--- src/servo_seq_pkg.sv ---
// Constants shared by the sequence I/O block
package servo_seq_pkg;
   localparam int unsigned CLK_HZ       = 200_000_000;
   localparam int unsigned WARN_PULSE_S = 2;
   localparam int unsigned WARN_PULSE_CYC = WARN_PULSE_S * CLK_HZ;
   localparam int unsigned DEBOUNCE_US  = 1000;
   localparam int unsigned DEBOUNCE_CYC = DEBOUNCE_US * (CLK_HZ / 1_000_000);
   localparam int          CNT_W        = 32;

   // Contact input positions in the synchronised vector
   localparam int IN_MODE  = 0;
   localparam int IN_START = 1;
   localparam int IN_RESET = 2;
   localparam int IN_OT_F  = 3;
   localparam int IN_OT_R  = 4;
   localparam int IN_ACLR  = 5;
   localparam int IN_DEC   = 6;
   localparam int IN_LATCH = 7;
   localparam int IN_SON   = 8;
   localparam int IN_PICK  = 9;
   localparam int NIN      = 17;

   // Register byte offsets
   localparam logic [3:0] CTRL_OFS  = 4'h0;
   localparam logic [3:0] STAT_OFS  = 4'h4;
   localparam logic [3:0] LATCH_OFS = 4'h8;
   localparam logic [3:0] INPUT_OFS = 4'hC;

   // Field positions
   localparam int CTRL_CODE_BIT = 0;
   localparam int CTRL_DONE_BIT = 1;
   localparam int ST_LVALID_BIT = 8;

   localparam logic       CTRL_CODE_RST = 1'b0;
   localparam logic [1:0] RESP_OKAY     = 2'h0;
   localparam logic [1:0] RESP_SLVERR   = 2'h2;

   typedef enum logic [1:0] {T_IDLE, T_RUN, T_PAUSE} table_state_t;
endpackage

--- src/servo_indexer_sequence_io.sv ---
// Sequence contact I/O logic of the positioning indexer with AXI4-Lite registers
`timescale 1ns/100ps

module servo_indexer_sequence_io #(
   parameter int unsigned DEBOUNCE_CYCLES = servo_seq_pkg::DEBOUNCE_CYC,
   parameter int unsigned WARN_CYCLES     = servo_seq_pkg::WARN_PULSE_CYC,
   parameter int          POS_W           = 32
) (
   input  wire logic             aclk,
   input  wire logic             aresetn,
   input  wire logic             ce,
   input  wire logic [3:0]       awaddr,
   input  wire logic             awvalid,
   output      logic             awready,
   input  wire logic [31:0]      wdata,
   input  wire logic [3:0]       wstrb,
   input  wire logic             wvalid,
   output      logic             wready,
   output      logic [1:0]       bresp,
   output      logic             bvalid,
   input  wire logic             bready,
   input  wire logic [3:0]       araddr,
   input  wire logic             arvalid,
   output      logic             arready,
   output      logic [31:0]      rdata,
   output      logic [1:0]       rresp,
   output      logic             rvalid,
   input  wire logic             rready,
   input  wire logic             mode_select_in,
   input  wire logic             start_stop_in,
   input  wire logic             table_reset_in,
   input  wire logic [7:0]       table_pick_in,
   input  wire logic             forward_overtravel,
   input  wire logic             reverse_overtravel,
   input  wire logic             alarm_clear_in,
   input  wire logic             homing_slowdown_switch,
   input  wire logic             position_latch_in,
   input  wire logic             servo_on_in,
   input  wire logic [POS_W-1:0] position_in,
   input  wire logic             fault_detect,
   input  wire logic             warning_detect,
   input  wire logic             ctrl_power_ok,
   input  wire logic             main_power_ok,
   input  wire logic             brake_release_req,
   input  wire logic [2:0]       fault_code_in,
   output      logic             fault_out,
   output      logic             status_out_1,
   output      logic             status_out_2,
   output      logic             status_out_3,
   output      logic             brake_release_out,
   output      logic             motor_power_en,
   output      logic             table_run,
   output      logic [7:0]       table_select,
   output      logic             table_reset_pulse,
   output      logic             homing_run,
   output      logic             homing_slow,
   output      logic             forward_manual_move,
   output      logic             reverse_manual_move,
   output      logic [3:0]       manual_speed_pick,
   output      logic             forward_stop,
   output      logic             reverse_stop,
   output      logic [POS_W-1:0] latch_position
);
   localparam int NIN   = servo_seq_pkg::NIN;
   localparam int CNT_W = servo_seq_pkg::CNT_W;

   typedef struct packed {
      logic [NIN-1:0]             sync1;
      logic [NIN-1:0]             sync2;
      logic [NIN-1:0]             samp;
      logic [NIN-1:0]             filt;
      logic [NIN-1:0]             prev;
      logic [CNT_W-1:0]           deb_cnt;
      logic [CNT_W-1:0]           warn_cnt;
      servo_seq_pkg::table_state_t tstate;
      logic [7:0]                 tsel;
      logic                       treset_p;
      logic                       homing;
      logic                       hslow;
      logic                       jogf;
      logic                       jogr;
      logic                       fstop;
      logic                       rstop;
      logic                       alarm;
      logic                       warn;
      logic                       mpower;
      logic                       ready;
      logic                       brake;
      logic [3:0]                 speed;
      logic [2:0]                 so;
      logic [POS_W-1:0]           lpos;
      logic                       lvalid;
      logic                       code_mode;
      logic                       aw_ok;
      logic                       w_ok;
      logic                       bvalid;
      logic                       rvalid;
      logic [3:0]                 awaddr;
      logic [31:0]                wdata;
      logic [3:0]                 wstrb;
      logic [1:0]                 bresp;
      logic [1:0]                 rresp;
      logic [31:0]                rdata;
   } state_t;

   state_t s_reg;
   state_t s_next;

   logic [NIN-1:0] pins;
   logic [NIN-1:0] rise;
   logic [NIN-1:0] stable;
   logic           mode0;
   logic           start;
   logic           start_rise;
   logic           tbl_reset;
   logic [7:0]     pick;
   logic           ot_f;
   logic           ot_r;
   logic           aclr_rise;
   logic           latch_rise;
   logic           son;
   logic           do_wr;
   logic           done_wr;
   logic           lvalid_clr;
   logic [31:0]    status_word;

   function automatic logic reg_mapped(input logic [3:0] a);
      reg_mapped = (a == servo_seq_pkg::CTRL_OFS) || (a == servo_seq_pkg::STAT_OFS) ||
                   (a == servo_seq_pkg::LATCH_OFS) || (a == servo_seq_pkg::INPUT_OFS);
   endfunction

   assign pins = {table_pick_in, servo_on_in, position_latch_in, homing_slowdown_switch,
                  alarm_clear_in, reverse_overtravel, forward_overtravel, table_reset_in,
                  start_stop_in, mode_select_in};

   // Debounced levels and rising edges
   assign rise       = s_reg.filt & ~s_reg.prev;
   assign mode0      = s_reg.filt[servo_seq_pkg::IN_MODE];
   assign start      = s_reg.filt[servo_seq_pkg::IN_START];
   assign start_rise = rise[servo_seq_pkg::IN_START];
   assign tbl_reset  = s_reg.filt[servo_seq_pkg::IN_RESET];
   assign pick       = s_reg.filt[servo_seq_pkg::IN_PICK +: 8];
   assign ot_f       = s_reg.filt[servo_seq_pkg::IN_OT_F];
   assign ot_r       = s_reg.filt[servo_seq_pkg::IN_OT_R];
   assign aclr_rise  = rise[servo_seq_pkg::IN_ACLR];
   assign latch_rise = rise[servo_seq_pkg::IN_LATCH];
   assign son        = s_reg.filt[servo_seq_pkg::IN_SON];
   assign stable     = ~(s_reg.sync2 ^ s_reg.samp);

   // Register write decode
   assign do_wr      = s_reg.aw_ok && s_reg.w_ok && !s_reg.bvalid;
   assign done_wr    = do_wr && (s_reg.awaddr == servo_seq_pkg::CTRL_OFS) && s_reg.wstrb[0] &&
                       s_reg.wdata[servo_seq_pkg::CTRL_DONE_BIT];
   assign lvalid_clr = do_wr && (s_reg.awaddr == servo_seq_pkg::STAT_OFS) && s_reg.wstrb[1] &&
                       s_reg.wdata[servo_seq_pkg::ST_LVALID_BIT];

   assign status_word = {4'h0, s_reg.speed, s_reg.tsel, 5'h00, s_reg.mpower, s_reg.ready,
                         s_reg.lvalid, s_reg.warn, s_reg.alarm, s_reg.jogr, s_reg.jogf,
                         s_reg.homing, s_reg.tstate, mode0};

   always_comb begin
      s_next = s_reg;
      // Two-stage synchroniser, then debounce by two equal spaced samples
      s_next.sync1 = pins;
      s_next.sync2 = s_reg.sync1;
      s_next.prev  = s_reg.filt;
      if (s_reg.deb_cnt >= CNT_W'(DEBOUNCE_CYCLES - 1)) begin
         s_next.deb_cnt = '0;
         s_next.samp    = s_reg.sync2;
         s_next.filt    = (stable & s_reg.sync2) | (~stable & s_reg.filt);
      end else begin
         s_next.deb_cnt = s_reg.deb_cnt + CNT_W'(1);
      end

      // Program table sequencing
      s_next.treset_p = 1'b0;
      case (s_reg.tstate)
         servo_seq_pkg::T_IDLE: begin
            if (mode0 && start_rise && !s_reg.alarm) begin
               s_next.tstate = servo_seq_pkg::T_RUN;
               s_next.tsel   = pick;
            end
         end
         servo_seq_pkg::T_RUN: begin
            if (done_wr) begin
               s_next.tstate = servo_seq_pkg::T_IDLE;
            end else if (!mode0 || !start || s_reg.alarm) begin
               s_next.tstate = servo_seq_pkg::T_PAUSE;
            end
         end
         servo_seq_pkg::T_PAUSE: begin
            if (mode0 && !start && tbl_reset) begin
               s_next.tstate   = servo_seq_pkg::T_IDLE;
               s_next.treset_p = 1'b1;
            end else if (mode0 && start && !s_reg.alarm) begin
               s_next.tstate = servo_seq_pkg::T_RUN;
            end
         end
         default: begin
            s_next.tstate = servo_seq_pkg::T_IDLE;
         end
      endcase

      // Homing and jog in mode 1
      s_next.homing = !mode0 && start && !s_reg.alarm;
      s_next.hslow  = s_next.homing && s_reg.filt[servo_seq_pkg::IN_DEC];
      s_next.jogf   = !mode0 && tbl_reset && !ot_f && !s_reg.alarm;
      s_next.jogr   = !mode0 && pick[0] && !ot_r && !s_reg.alarm;
      if (!mode0) begin
         s_next.speed = pick[4:1];
      end
      s_next.fstop = ot_f;
      s_next.rstop = ot_r;

      // Position latch, set wins over clear
      if (lvalid_clr) begin
         s_next.lvalid = 1'b0;
      end
      if (latch_rise) begin
         s_next.lpos   = position_in;
         s_next.lvalid = 1'b1;
      end

      // Alarm, warning and power
      if (fault_detect) begin
         s_next.alarm = 1'b1;
      end else if (aclr_rise) begin
         s_next.alarm = 1'b0;
      end
      if (!s_reg.alarm && fault_detect) begin
         s_next.warn_cnt = CNT_W'(WARN_CYCLES);
      end else if (s_reg.warn_cnt != '0) begin
         s_next.warn_cnt = s_reg.warn_cnt - CNT_W'(1);
      end
      s_next.warn   = (s_next.warn_cnt != '0) || warning_detect;
      s_next.mpower = son && !s_next.alarm;
      s_next.ready  = ctrl_power_ok && main_power_ok && !s_next.alarm;
      s_next.brake  = brake_release_req;
      if (s_next.code_mode) begin
         s_next.so = fault_code_in;
      end else begin
         s_next.so = {s_next.ready, s_next.brake, s_next.warn};
      end

      // AXI4-Lite write path
      if (awvalid && awready) begin
         s_next.aw_ok  = 1'b1;
         s_next.awaddr = awaddr;
      end
      if (wvalid && wready) begin
         s_next.w_ok  = 1'b1;
         s_next.wdata = wdata;
         s_next.wstrb = wstrb;
      end
      if (do_wr) begin
         s_next.aw_ok  = 1'b0;
         s_next.w_ok   = 1'b0;
         s_next.bvalid = 1'b1;
         s_next.bresp  = reg_mapped(s_reg.awaddr) ? servo_seq_pkg::RESP_OKAY :
                                                    servo_seq_pkg::RESP_SLVERR;
         if (s_reg.awaddr == servo_seq_pkg::CTRL_OFS && s_reg.wstrb[0]) begin
            s_next.code_mode = s_reg.wdata[servo_seq_pkg::CTRL_CODE_BIT];
         end
      end else if (s_reg.bvalid && bready) begin
         s_next.bvalid = 1'b0;
      end

      // AXI4-Lite read path
      if (arvalid && arready) begin
         s_next.rvalid = 1'b1;
         s_next.rresp  = reg_mapped(araddr) ? servo_seq_pkg::RESP_OKAY :
                                              servo_seq_pkg::RESP_SLVERR;
         case (araddr)
            servo_seq_pkg::CTRL_OFS:  s_next.rdata = {31'h00000000, s_reg.code_mode};
            servo_seq_pkg::STAT_OFS:  s_next.rdata = status_word;
            servo_seq_pkg::LATCH_OFS: s_next.rdata = 32'(s_reg.lpos);
            servo_seq_pkg::INPUT_OFS: s_next.rdata = 32'(s_reg.filt);
            default:                  s_next.rdata = 32'h00000000;
         endcase
      end else if (s_reg.rvalid && rready) begin
         s_next.rvalid = 1'b0;
      end
   end

   always_ff @(posedge aclk) begin
      if (!aresetn) begin
         s_reg           <= '0;
         s_reg.code_mode <= servo_seq_pkg::CTRL_CODE_RST;
      end else if (ce) begin
         s_reg <= s_next;
      end
   end

   assign awready             = !s_reg.aw_ok && !s_reg.bvalid;
   assign wready              = !s_reg.w_ok && !s_reg.bvalid;
   assign bvalid              = s_reg.bvalid;
   assign bresp               = s_reg.bresp;
   assign arready             = !s_reg.rvalid;
   assign rvalid              = s_reg.rvalid;
   assign rdata               = s_reg.rdata;
   assign rresp               = s_reg.rresp;
   assign fault_out           = !s_reg.alarm;
   assign status_out_1        = s_reg.so[0];
   assign status_out_2        = s_reg.so[1];
   assign status_out_3        = s_reg.so[2];
   assign brake_release_out   = s_reg.brake;
   assign motor_power_en      = s_reg.mpower;
   assign table_run           = (s_reg.tstate == servo_seq_pkg::T_RUN);
   assign table_select        = s_reg.tsel;
   assign table_reset_pulse   = s_reg.treset_p;
   assign homing_run          = s_reg.homing;
   assign homing_slow         = s_reg.hslow;
   assign forward_manual_move = s_reg.jogf;
   assign reverse_manual_move = s_reg.jogr;
   assign manual_speed_pick   = s_reg.speed;
   assign forward_stop        = s_reg.fstop;
   assign reverse_stop        = s_reg.rstop;
   assign latch_position      = s_reg.lpos;
endmodule

--- config.mk ---
export PLATFORM = sky130hd
export DESIGN_NAME = servo_indexer_sequence_io
export DESIGN_NICKNAME = d
export VERILOG_FILES = /design/src/servo_seq_pkg.sv /design/src/servo_indexer_sequence_io.sv
export SDC_FILE = /design/constraint.sdc
export NUM_CORES = 1
export LEC_CHECK = 0
export BUFFER_PORTS_ARGS = -buffer_cell sky130_fd_sc_hd__clkbuf_2
export CORE_MARGIN = 2
export CORE_UTILIZATION = 30
export CTS_BUF_LIST = sky130_fd_sc_hd__clkbuf_8 sky130_fd_sc_hd__clkbuf_16
export CTS_CLUSTER_DIAMETER = 100
export DETAILED_ROUTE_END_ITERATION = 7
export PLACE_DENSITY = 0.44
export SETUP_SLACK_MARGIN = 0.1
export SYNTH_ARGS = -nofsm -noshare
export SYNTH_HDL_FRONTEND = slang
export SYNTH_SLANG_ARGS = --single-unit
--- constraint.sdc ---
create_clock -name aclk -period 6.7 [get_ports aclk]
set_input_delay 0.67 -clock aclk [delete_from_list [all_inputs] [get_ports aclk]]
set_output_delay 0.67 -clock aclk [all_outputs]
set_load 0.01 [all_outputs]
==> qor.txt, run 1 <==
Setup-failing EPs final - 0
Clock share of power - 0.442
Worst-path maximum fanout - 11
Synth top area cells - dfxtp_1 (43%), mux2i_1 (6.4%), nor2_1 (6.2%)
Leak - 5.04 nW
Number of global-route vias before repair - 8972
Post-synth ARST share - 0
Total number of vias - 9733
CTS clk-pin slew, worst paths - 60 ps
Synth Area in Simple Gates - 0.211
Mux contribution to synthesized area - 0.0748
Starting Density - 0.302
Compound-gate portion of the synthesized area - 0.174
RSZ-0062 raised after global routing - no
Placed cell area - 11900 sq um
Antenna Violating Nets Remaining - 0
Syn avg cell area - 8.21 sq um
Most frequent cell after synthesis - dfxtp_1
Critical path data required time - 7130 ps
Pwr Total - 3.52 mW
WL final - 33.1 mm
Maximum vdd drop - 183 uV
Hold Path Class - in -> reg
Fin crit period - 3270 ps
Final Hold Vio Count - 0
Max-cap violations - 0
H-tree level count - 1
FF+latch count, synth - 245
Core Footprint - 37300 sq um
TritonRoute pass-1 iters - 5
Most area-hungry cell type in the Yosys netlist - dfxtp_1
Post-DR wirelength/cell - 17.3 um
Pin count of the biggest net entering global routing - 123
Placer Congestion - 0.814
Die width - 198 um
I/O pins - 208
1st-iter DRT viols - 491
Int Pwr - 2.56 mW
Synth cell types - 66
Cell Pwr Density - 273 nW/um^2
Post-synth top area share - 0.435
Tot GR Track Use - 0.166
FF/Latch Area - 4900 sq um
Post-CTS Resized - 0
Hold Buf Count CTS - 0
Max Slew Vio Count - 0
Fin Hold WS - 313 ps
Cells after synthesis - 1374
Ys Warns - 0
Share of layout cells above drive strength 1 - 0.186
Port buffer count - 174
Placed instance count - 1866
Data arrival, critical path - 3700 ps
Number of diodes - 0
Final HPWL DP - 21.9 mm
Psw - 0.959 mW
CTS root buf - clkbuf_16
Synthesized area - 11300 sq um
Clock skew - 12.0 ps
Post-CTS setup buffer count - 0
First-pass GRT wire length - 51.9 mm
Post-synthesis sequential area ratio - 0.435
Initial antenna violation count - 0
Fin crit share - 0.488
Sequential power share - 0.440
Maximum clock rate - 306 MHz
Nets - 1536
# fillers - 3995
Worst setup margin - 3430 ps
Post-route insts no fill - 1916
Worst Max-Slew Pin Slew - 1120 ps
Clk buf depth - 3
Switching Share - 0.273
Die height - 198 um
Post-synth top cells - dfxtp_1 (245), nor2_1 (185), nand2_1 (152)
TNS Setup - 0 ps
Critical path endpoint category - flop
CP Class - reg -> reg
Synth Area in XOR/XNOR - 0.0132
Largest family of logic cells by synthesized area - simple AND/OR/NAND/NOR gates
Grt ovf - 0
DR vias/cell - 5.08
CTS buffer count - 30
# rows - 71
Final Cell Area - 12900 sq um
Die footprint - 39200 sq um
Relative slew slack - 0.253
Comb pwr share - 0.119
Post-Synth Adder-Cell Area - 0.00333
Post-synth EDFFs - 0
Status - finished clean
Drt drc - 0
CTS tree - built
Pre-CTS setup slack - 3330 ps
Syn-to-layout area delta - 14.2%
Clk sink count - 245
Flip-flop count of the largest register after layout - 121
Area of the multi-input gates - 5410 sq um
Utilization after layout - 0.346
Ys flop type - dfxtp_1
Worst-Skew Late Latency - 570 ps
Startpoint Class - flop
per-layer routing:
metal | vias up | track usage | wire [um]
met5 | - | 0 | 0
met4 | 0 | 0.0415 | 704
met3 | 45 | 0.0264 | 1410
met2 | 188 | 0.255 | 14400
met1 | 4622 | 0.241 | 16600
li1 | 4878 | - | -
power by group through the flow:
stage               Sequential, mW  Combinational [mW]  Clock [mW]
floorplan                     1.55               0.314           0
global placement              1.58               0.417           0
detailed placement            1.58               0.417           0
CTS                           1.55               0.419        1.61
global route                  1.55               0.469        1.65
finish                        1.55               0.417        1.55
area by class of cell:
| type | count | share of cell area |
|---|---|---|
| multi-input cells | 945 | 0.419 |
| clock buffers | 36 | 0.0646 |
| clock inverters | 14 | 0.00844 |
| repair buffers | 190 | 0.0771 |
| inverters | 12 | 0.00388 |
| flip-flops and latches | 245 | 0.380 |
| well taps | 474 | 0.0460 |
final timing paths:
path                                 startpoint                  to  slack, ps  cells past startpoint
worst max-delay path                 s_reg[143]        status_out_1       3430                      9
worst min-delay path            position_in[20]  latch_position[20]        310                      3
worst max register to register       s_reg[143]        status_out_1       3430                      9
worst min register to register         rdata[9]            rdata[9]        450                      2
placed cells by master, fill, tap and decap left out, types with 9 or more instances in the layout:
cell and count:
nand4_1 31, xor2_1 13, a311oi_1 10, a22oi_1 9, mux2_2 11, dfxtp_1 245, mux2i_1 72, nand3_1 38
a21oi_1 121, o21ai_0 86, nor4_1 17, buf_4 17, a22o_1 22, a31oi_1 27, nand2_1 152, nor3_1 26
or4_1 9, inv_1 14, clkbuf_2 173, clkbuf_16 30, nor2_1 185
kinds of logic (layout without fill, tap and decap cells):
group | count (synthesis) | in the layout
and+or+nand+nor | 516 | 516
AOI/OAI and AO/OA | 324 | 324
DFF | 245 | 245
buffers and inverters | 185 | 252
muxes | 83 | 83
xor gates and xnor gates | 17 | 17
adders and majority gates | 3 | 3
other | 1 | 2
critical path, stage by stage (launching register included):
cell and delay (ps):
dfxtp_1 340, inv_1 130, ha_1 250, or3b_1 510, nand2b_1 410, nor2_1 450
o32ai_1 150, or4_1 450, nor4_1 310, a21oi_1 120
Note: power is estimated with default switching activity, not from simulation.
==> run 2, diff against run 1 <==
==> constraint.sdc (replaced) <==
create_clock -name aclk -period 3.25 [get_ports aclk]
set_input_delay 0.325 -clock aclk [delete_from_list [all_inputs] [get_ports aclk]]
set_output_delay 0.325 -clock aclk [all_outputs]
set_load 0.01 [all_outputs]
==> run 2 against run 1 <==
  * Register-to-register slack worse by 3100 ps
  * Critical path depth is 1 higher
  * Combinational power is 140% higher
  * Die area stayed put
  * Clock-buffer cell count is 3 lower
  * Global-route usage is 0.29 points higher
  * Sequential power is 110% higher
  * Total power is 110% higher
  * Sequential share of layout area is 2.0 points lower
  * Sequential cell count stayed put
  * Via count is 2.0% higher
  * Clock power is 120% higher
  * Critical endpoint is now s_reg[124]
==> qor.txt, run 2 (synthesis results as in run 1) <==
Placed cell area - 12100 sq um (was 11900 sq um)
TNS Setup - 0 ps (unchanged)
Maximum vdd drop - 382 uV (was 183 uV)
Share of layout cells above drive strength 1 - 0.193 (was 0.186)
Max Slew Vio Count - 0 (unchanged)
TritonRoute pass-1 iters - 4 (was 5)
CTS clk-pin slew, worst paths - 60 ps (about the same)
CP startpoint - s_reg[143] (unchanged)
Clk sink count - 245 (unchanged)
Grt ovf - 0 (unchanged)
CP endpoint - s_reg[124] (was status_out_1)
Clock skew - 10.6 ps (was 12.0 ps)
First-pass GRT wire length - 52.7 mm (was 51.9 mm)
CTS tree - built (unchanged)
CTS root buf - clkbuf_16 (unchanged)
Core Footprint - 37300 sq um (unchanged)
Die footprint - 39200 sq um (unchanged)
Critical path data required time - 3680 ps (was 7130 ps)
Final Cell Area - 13600 sq um (was 12900 sq um)
Max-cap violations - 0 (unchanged)
Worst-Skew Late Latency - 550 ps (was 570 ps)
Pwr Total - 7.53 mW (was 3.52 mW)
Startpoint Class - flop (unchanged)
Status - finished clean (unchanged)
Worst-path maximum fanout - 8 (was 11)
# fillers - 3957 (was 3995)
Post-DR wirelength/cell - 17.0 um (was 17.3 um)
Relative slew slack - 0.203 (was 0.253)
Hold Path Class - in -> reg (unchanged)
Total number of vias - 9932 (was 9733)
Fin crit share - 0.905 (was 0.488)
Final HPWL DP - 22.9 mm (was 21.9 mm)
DR vias/cell - 5.00 (was 5.08)
Critical R2R Capture - s_reg[124] (was status_out_1)
Critical path endpoint category - flop (unchanged)
Maximum clock rate - 340 MHz (was 306 MHz)
Final Hold Vio Count - 0 (unchanged)
WL final - 33.7 mm (was 33.1 mm)
Cell Pwr Density - 553 nW/um^2 (was 273 nW/um^2)
RR Startpoint - s_reg[143] (unchanged)
Number of diodes - 0 (unchanged)
Fin crit period - 2940 ps (was 3270 ps)
Reg2Reg Depth - 10 (was 9)
H-tree level count - 1 (unchanged)
Port buffer count - 174 (unchanged)
Setup-failing EPs final - 0 (unchanged)
Die width - 198 um (unchanged)
Nets - 1604 (was 1536)
Flip-flop count of the largest register after layout - 121 (unchanged)
RSZ-0062 raised after global routing - no (unchanged)
Initial antenna violation count - 1 (was 0)
Placer Congestion - 0.834 (was 0.814)
Drt drc - 0 (unchanged)
Die height - 198 um (unchanged)
Most common cell after layout, fill and taps aside - dfxtp_1 (unchanged)
Leak - 5.37 nW (was 5.04 nW)
# rows - 71 (unchanged)
Commonest non-fill, non-tap cells in the layout - dfxtp_1 (245), nor2_1 (185), clkbuf_2 (173) (unchanged)
Syn-to-layout area delta - 20.7% (was 14.2%)
Pin count of the biggest net entering global routing - 72 (was 123)
Antenna Violating Nets Remaining - 0 (unchanged)
Number of global-route vias before repair - 9283 (was 8972)
1st-iter DRT viols - 567 (was 491)
Data arrival, critical path - 3370 ps (was 3700 ps)
R2R Setup Slk - 310 ps (was 3430 ps)
Clk buf depth - 3 (unchanged)
CTS buffer count - 29 (was 30)
I/O pins - 208 (unchanged)
CP Class - reg -> reg (unchanged)
Worst Max-Slew Pin Slew - 1180 ps (was 1120 ps)
Tot GR Track Use - 0.169 (was 0.166)
Starting Density - 0.302 (unchanged)
[run 2: cell types whose count changed in the layout (fill, tap and decap cells not counted), sizes merged]
cell | previous run | this run
clkinv | 9 | 6
clkbuf | 209 | 206
inv | 16 | 18
clkinvlp | 0 | 4
buf | 17 | 39
dlygate4sd3 | 0 | 47
bufinv | 1 | 4
[run 2: how the worst min path moves through the flow]
stage                startpoint  cells past startpoint  slack, ps     endpoint
2_1_floorplan          rdata[0]                      2        440     rdata[0]
4_1_cts        table_pick_in[7]                      3          3  s_next[274]
6_report       table_pick_in[7]                      3         20  s_next[274]
3_5_place_dp          rdata[25]                      2        450    rdata[25]
3_3_place_gp          rdata[25]                      2        440    rdata[25]
5_1_grt        table_pick_in[4]                      3          4  s_next[271]
[run 2: cell type report]
class | instances | area [sq um] | area share
sequential | 245 | 4900 | 0.360
multi-input combinational | 945 | 5420 | 0.398
timing repair buffer | 259 | 1650 | 0.121
inverter | 12 | 50.0 | 0.00367
clock buffer | 33 | 781 | 0.0573
clock inverter | 20 | 213 | 0.0156
tap | 474 | 593 | 0.0435
[run 2: repair_timing]
action / 4_1_cts / 5_1_grt
endpoints found under the hold margin: 47 / 0
hold buffers: 47 / 0
resized for setup: 0 / 2
setup buffers: 0 / 0
endpoints found under the setup margin: 0 / 2
[run 2: through the flow]
step | instances | hold slack, ps | utilization | worst slack, ps
3_5_place_dp | 1888 | 446 | 0.325 | 292
3_3_place_gp | 1888 | 442 | 0.325 | 350
2_1_floorplan | 1375 | 437 | - | 623
6_report | 1988 | 23.6 | 0.365 | 308
5_1_grt | 1988 | 4.19 | 0.365 | 134
4_1_cts | 1988 | 2.86 | 0.365 | 290
[run 2: layer usage]
layer | wire, um | part of all wire | vias up | track usage
li1 | - | - | 5019 | -
met4 | 536 | 0.016 | 0 | 0.0356
met1 | 16900 | 0.50 | 4676 | 0.247
met3 | 1620 | 0.048 | 34 | 0.0284
met2 | 14600 | 0.43 | 203 | 0.258
met5 | 0 | 0 | - | 0
[run 2: worst max-delay path: stages (launching register included)]
cell and delay, ps:
dfxtp_1 350, inv_1 130, ha_1 250, or3b_1 370, buf_4 170, nor2_1 290
nand2_1 190, o31ai_1 340, nand4_1 200, a2111oi_4 410, a21oi_1 110
[run 2: where the power goes]
part	total (mW)	leakage [nW]	internal [mW]	switching [mW]
clock	3.37	0.497	2.04	1.33
sequential	3.18	1.99	3.08	0.0999
combinational	0.982	2.89	0.393	0.588
==> run 3, diff against run 2 <==
--- a/config.mk
+++ b/config.mk
@@ -6,12 +6,14 @@
 export NUM_CORES = 1
 export LEC_CHECK = 0
 export BUFFER_PORTS_ARGS = -buffer_cell sky130_fd_sc_hd__clkbuf_2
+export CELL_PAD_IN_SITES_DETAIL_PLACEMENT = 1
+export CELL_PAD_IN_SITES_GLOBAL_PLACEMENT = 2
 export CORE_MARGIN = 2
 export CORE_UTILIZATION = 30
 export CTS_BUF_LIST = sky130_fd_sc_hd__clkbuf_8 sky130_fd_sc_hd__clkbuf_16
 export CTS_CLUSTER_DIAMETER = 100
 export DETAILED_ROUTE_END_ITERATION = 7
-export PLACE_DENSITY = 0.44
+export PLACE_DENSITY = 0.7
 export SETUP_SLACK_MARGIN = 0.1
 export SYNTH_ARGS = -nofsm -noshare
 export SYNTH_HDL_FRONTEND = slang
==> run 3 against run 2 <==
  * Fmax grew 1.3%
  * First-iteration DRC count shrank 22%
  * Worst hold slack worse by 3.0 ps
  * Setup slack better by 38 ps
  * Highest routed layer unchanged
  * Clock skew increased by 3.0 ps
==> qor.txt, run 3 (synthesis results as in run 1) <==
Die width - 198 um (unchanged)
Core Footprint - 37300 sq um (unchanged)
Syn-to-layout area delta - 20.7% (about the same)
Placed cell area - 12200 sq um (was 12100 sq um)
CP startpoint - s_reg[148] (was s_reg[143])
Placed instance count - 1889 (was 1888)
# fillers - 4455 (was 3957)
Die height - 198 um (unchanged)
Worst Max-Slew Pin Slew - 998 ps (was 1180 ps)
Post-CTS setup buffer count - 0 (unchanged)
Starting Density - 0.302 (unchanged)
Clk buf depth - 3 (unchanged)
Hold Path Class - in -> reg (unchanged)
CP Class - reg -> reg (unchanged)
DR vias/cell - 5.12 (was 5.00)
Number of global-route vias before repair - 10160 (was 9283)
Worst-Skew Late Latency - 560 ps (was 550 ps)
Pin count of the biggest net entering global routing - 67 (was 72)
Max-cap violations - 0 (unchanged)
WL final - 36.1 mm (was 33.7 mm)
Antenna Violating Nets Remaining - 0 (unchanged)
Most common cell after layout, fill and taps aside - dfxtp_1 (unchanged)
Commonest non-fill, non-tap cells in the layout - dfxtp_1 (245), nor2_1 (185), clkbuf_2 (173) (unchanged)
Drt drc - 0 (unchanged)
Flip-flop count of the largest register after layout - 121 (unchanged)
Data arrival, critical path - 3330 ps (was 3370 ps)
Final Hold Vio Count - 0 (unchanged)
Placer Congestion - 0.797 (was 0.834)
Final HPWL DP - 24.4 mm (was 22.9 mm)
# rows - 71 (unchanged)
Grt ovf - 0 (unchanged)
Fin crit period - 2900 ps (was 2940 ps)
Share of layout cells above drive strength 1 - 0.195 (was 0.193)
CP endpoint - status_out_1 (was s_reg[124])
TritonRoute pass-1 iters - 4 (unchanged)
Utilization after layout - 0.365 (about the same)
Final Cell Area - 13600 sq um (about the same)
Relative slew slack - 0.333 (was 0.203)
H-tree level count - 1 (unchanged)
Die footprint - 39200 sq um (unchanged)
CTS clk-pin slew, worst paths - 60 ps (about the same)
Startpoint Class - flop (unchanged)
Post-DR wirelength/cell - 18.2 um (was 17.0 um)
Status - finished clean (unchanged)
Critical path data required time - 3670 ps (was 3680 ps)
Tot GR Track Use - 0.182 (was 0.169)
Initial antenna violation count - 1 (unchanged)
Max Slew Vio Count - 0 (unchanged)
Worst setup margin - 346 ps (was 308 ps)
Fin Hold WS - 20.5 ps (was 23.6 ps)
Total number of vias - 10181 (was 9932)
CTS tree - built (unchanged)
RSZ-0062 raised after global routing - no (unchanged)
Port buffer count - 174 (unchanged)
Maximum clock rate - 344 MHz (was 340 MHz)
I/O pins - 208 (unchanged)
TNS Setup - 0 ps (unchanged)
Pre-CTS setup slack - 283 ps (was 292 ps)
Clk sink count - 245 (unchanged)
CTS root buf - clkbuf_16 (unchanged)
Worst-path maximum fanout - 11 (was 8)
Critical R2R Capture - status_out_1 (was s_reg[124])
1st-iter DRT viols - 443 (was 567)
Reg2Reg Depth - 7 (was 10)
R2R Setup Slk - 350 ps (was 310 ps)
Fin crit share - 0.894 (was 0.905)
CTS buffer count - 29 (unchanged)
First-pass GRT wire length - 57.4 mm (was 52.7 mm)
Leak - 5.38 nW (was 5.37 nW)
RR Startpoint - s_reg[148] (was s_reg[143])
Maximum vdd drop - 445 uV (was 382 uV)
Nets - 1604 (unchanged)
Cell Pwr Density - 552 nW/um^2 (was 553 nW/um^2)
Post-route insts no fill - 1988 (unchanged)
Setup-failing EPs final - 0 (unchanged)
Number of diodes - 0 (unchanged)
Clock skew - 13.6 ps (was 10.6 ps)
Critical path endpoint category - flop (unchanged)
Pwr Total - 7.51 mW (was 7.53 mW)
-- run 3: cell types whose count changed in the layout (fill, tap and decap cells not counted), sizes merged --
cell | before | now
clkinv | 6 | 13
inv | 18 | 15
clkinvlp | 4 | 1
dlygate4sd3 | 47 | 46
clkbuf | 206 | 205
buf | 39 | 40
-- run 3: worst max-delay path, stage by stage, from the launching register on --
cell,delay [ps]
dfxtp_1,400
or4_1,590
or2_1,460
nor4_2,320
mux2i_1,130
or4_1,560
nor4_1,200
a21oi_1,110
-- run 3: power breakdown --
group	switching [mW]	internal (mW)	total, mW
clock network	1.33	2.00	3.33
logic	0.600	0.402	1.00
registers	0.0997	3.08	3.18
-- run 3: final cells by class --
class,instances,area [sq um],share of cell area
clock buffers,32,767,0.0563
clock inverters,21,203,0.0149
inverters,12,50.0,0.00367
multi-input cells,945,5420,0.398
flip-flops and latches,245,4900,0.360
well taps,474,593,0.0435
repair buffers,259,1690,0.124
-- run 3: routing by layer --
metal | share of wire | up-vias | GRT usage
li1 | - | 5017 | -
met1 | 0.49 | 4963 | 0.258
met2 | 0.46 | 160 | 0.296
met3 | 0.036 | 41 | 0.0245
met4 | 0.019 | 0 | 0.0368
met5 | 0 | - | 0
-- run 3: what timing repair did --
item                                    CTS  global route
hold buffers                             46             0
endpoints found under the hold margin    46             0
endpoints found under the setup margin    0             2
gates resized for setup                   0             4
-- run 3: worst min path at each step --
stage,from,to,slack (ps),cells past startpoint
6_report,servo_on_in,s_next[266],20,3
5_1_grt,awaddr[3],s_reg[75],30,3
4_1_cts,servo_on_in,s_next[266],0.4,3
3_5_place_dp,rdata[6],rdata[6],450,2
3_3_place_gp,rdata[26],rdata[26],440,2
2_1_floorplan,rdata[0],rdata[0],440,2
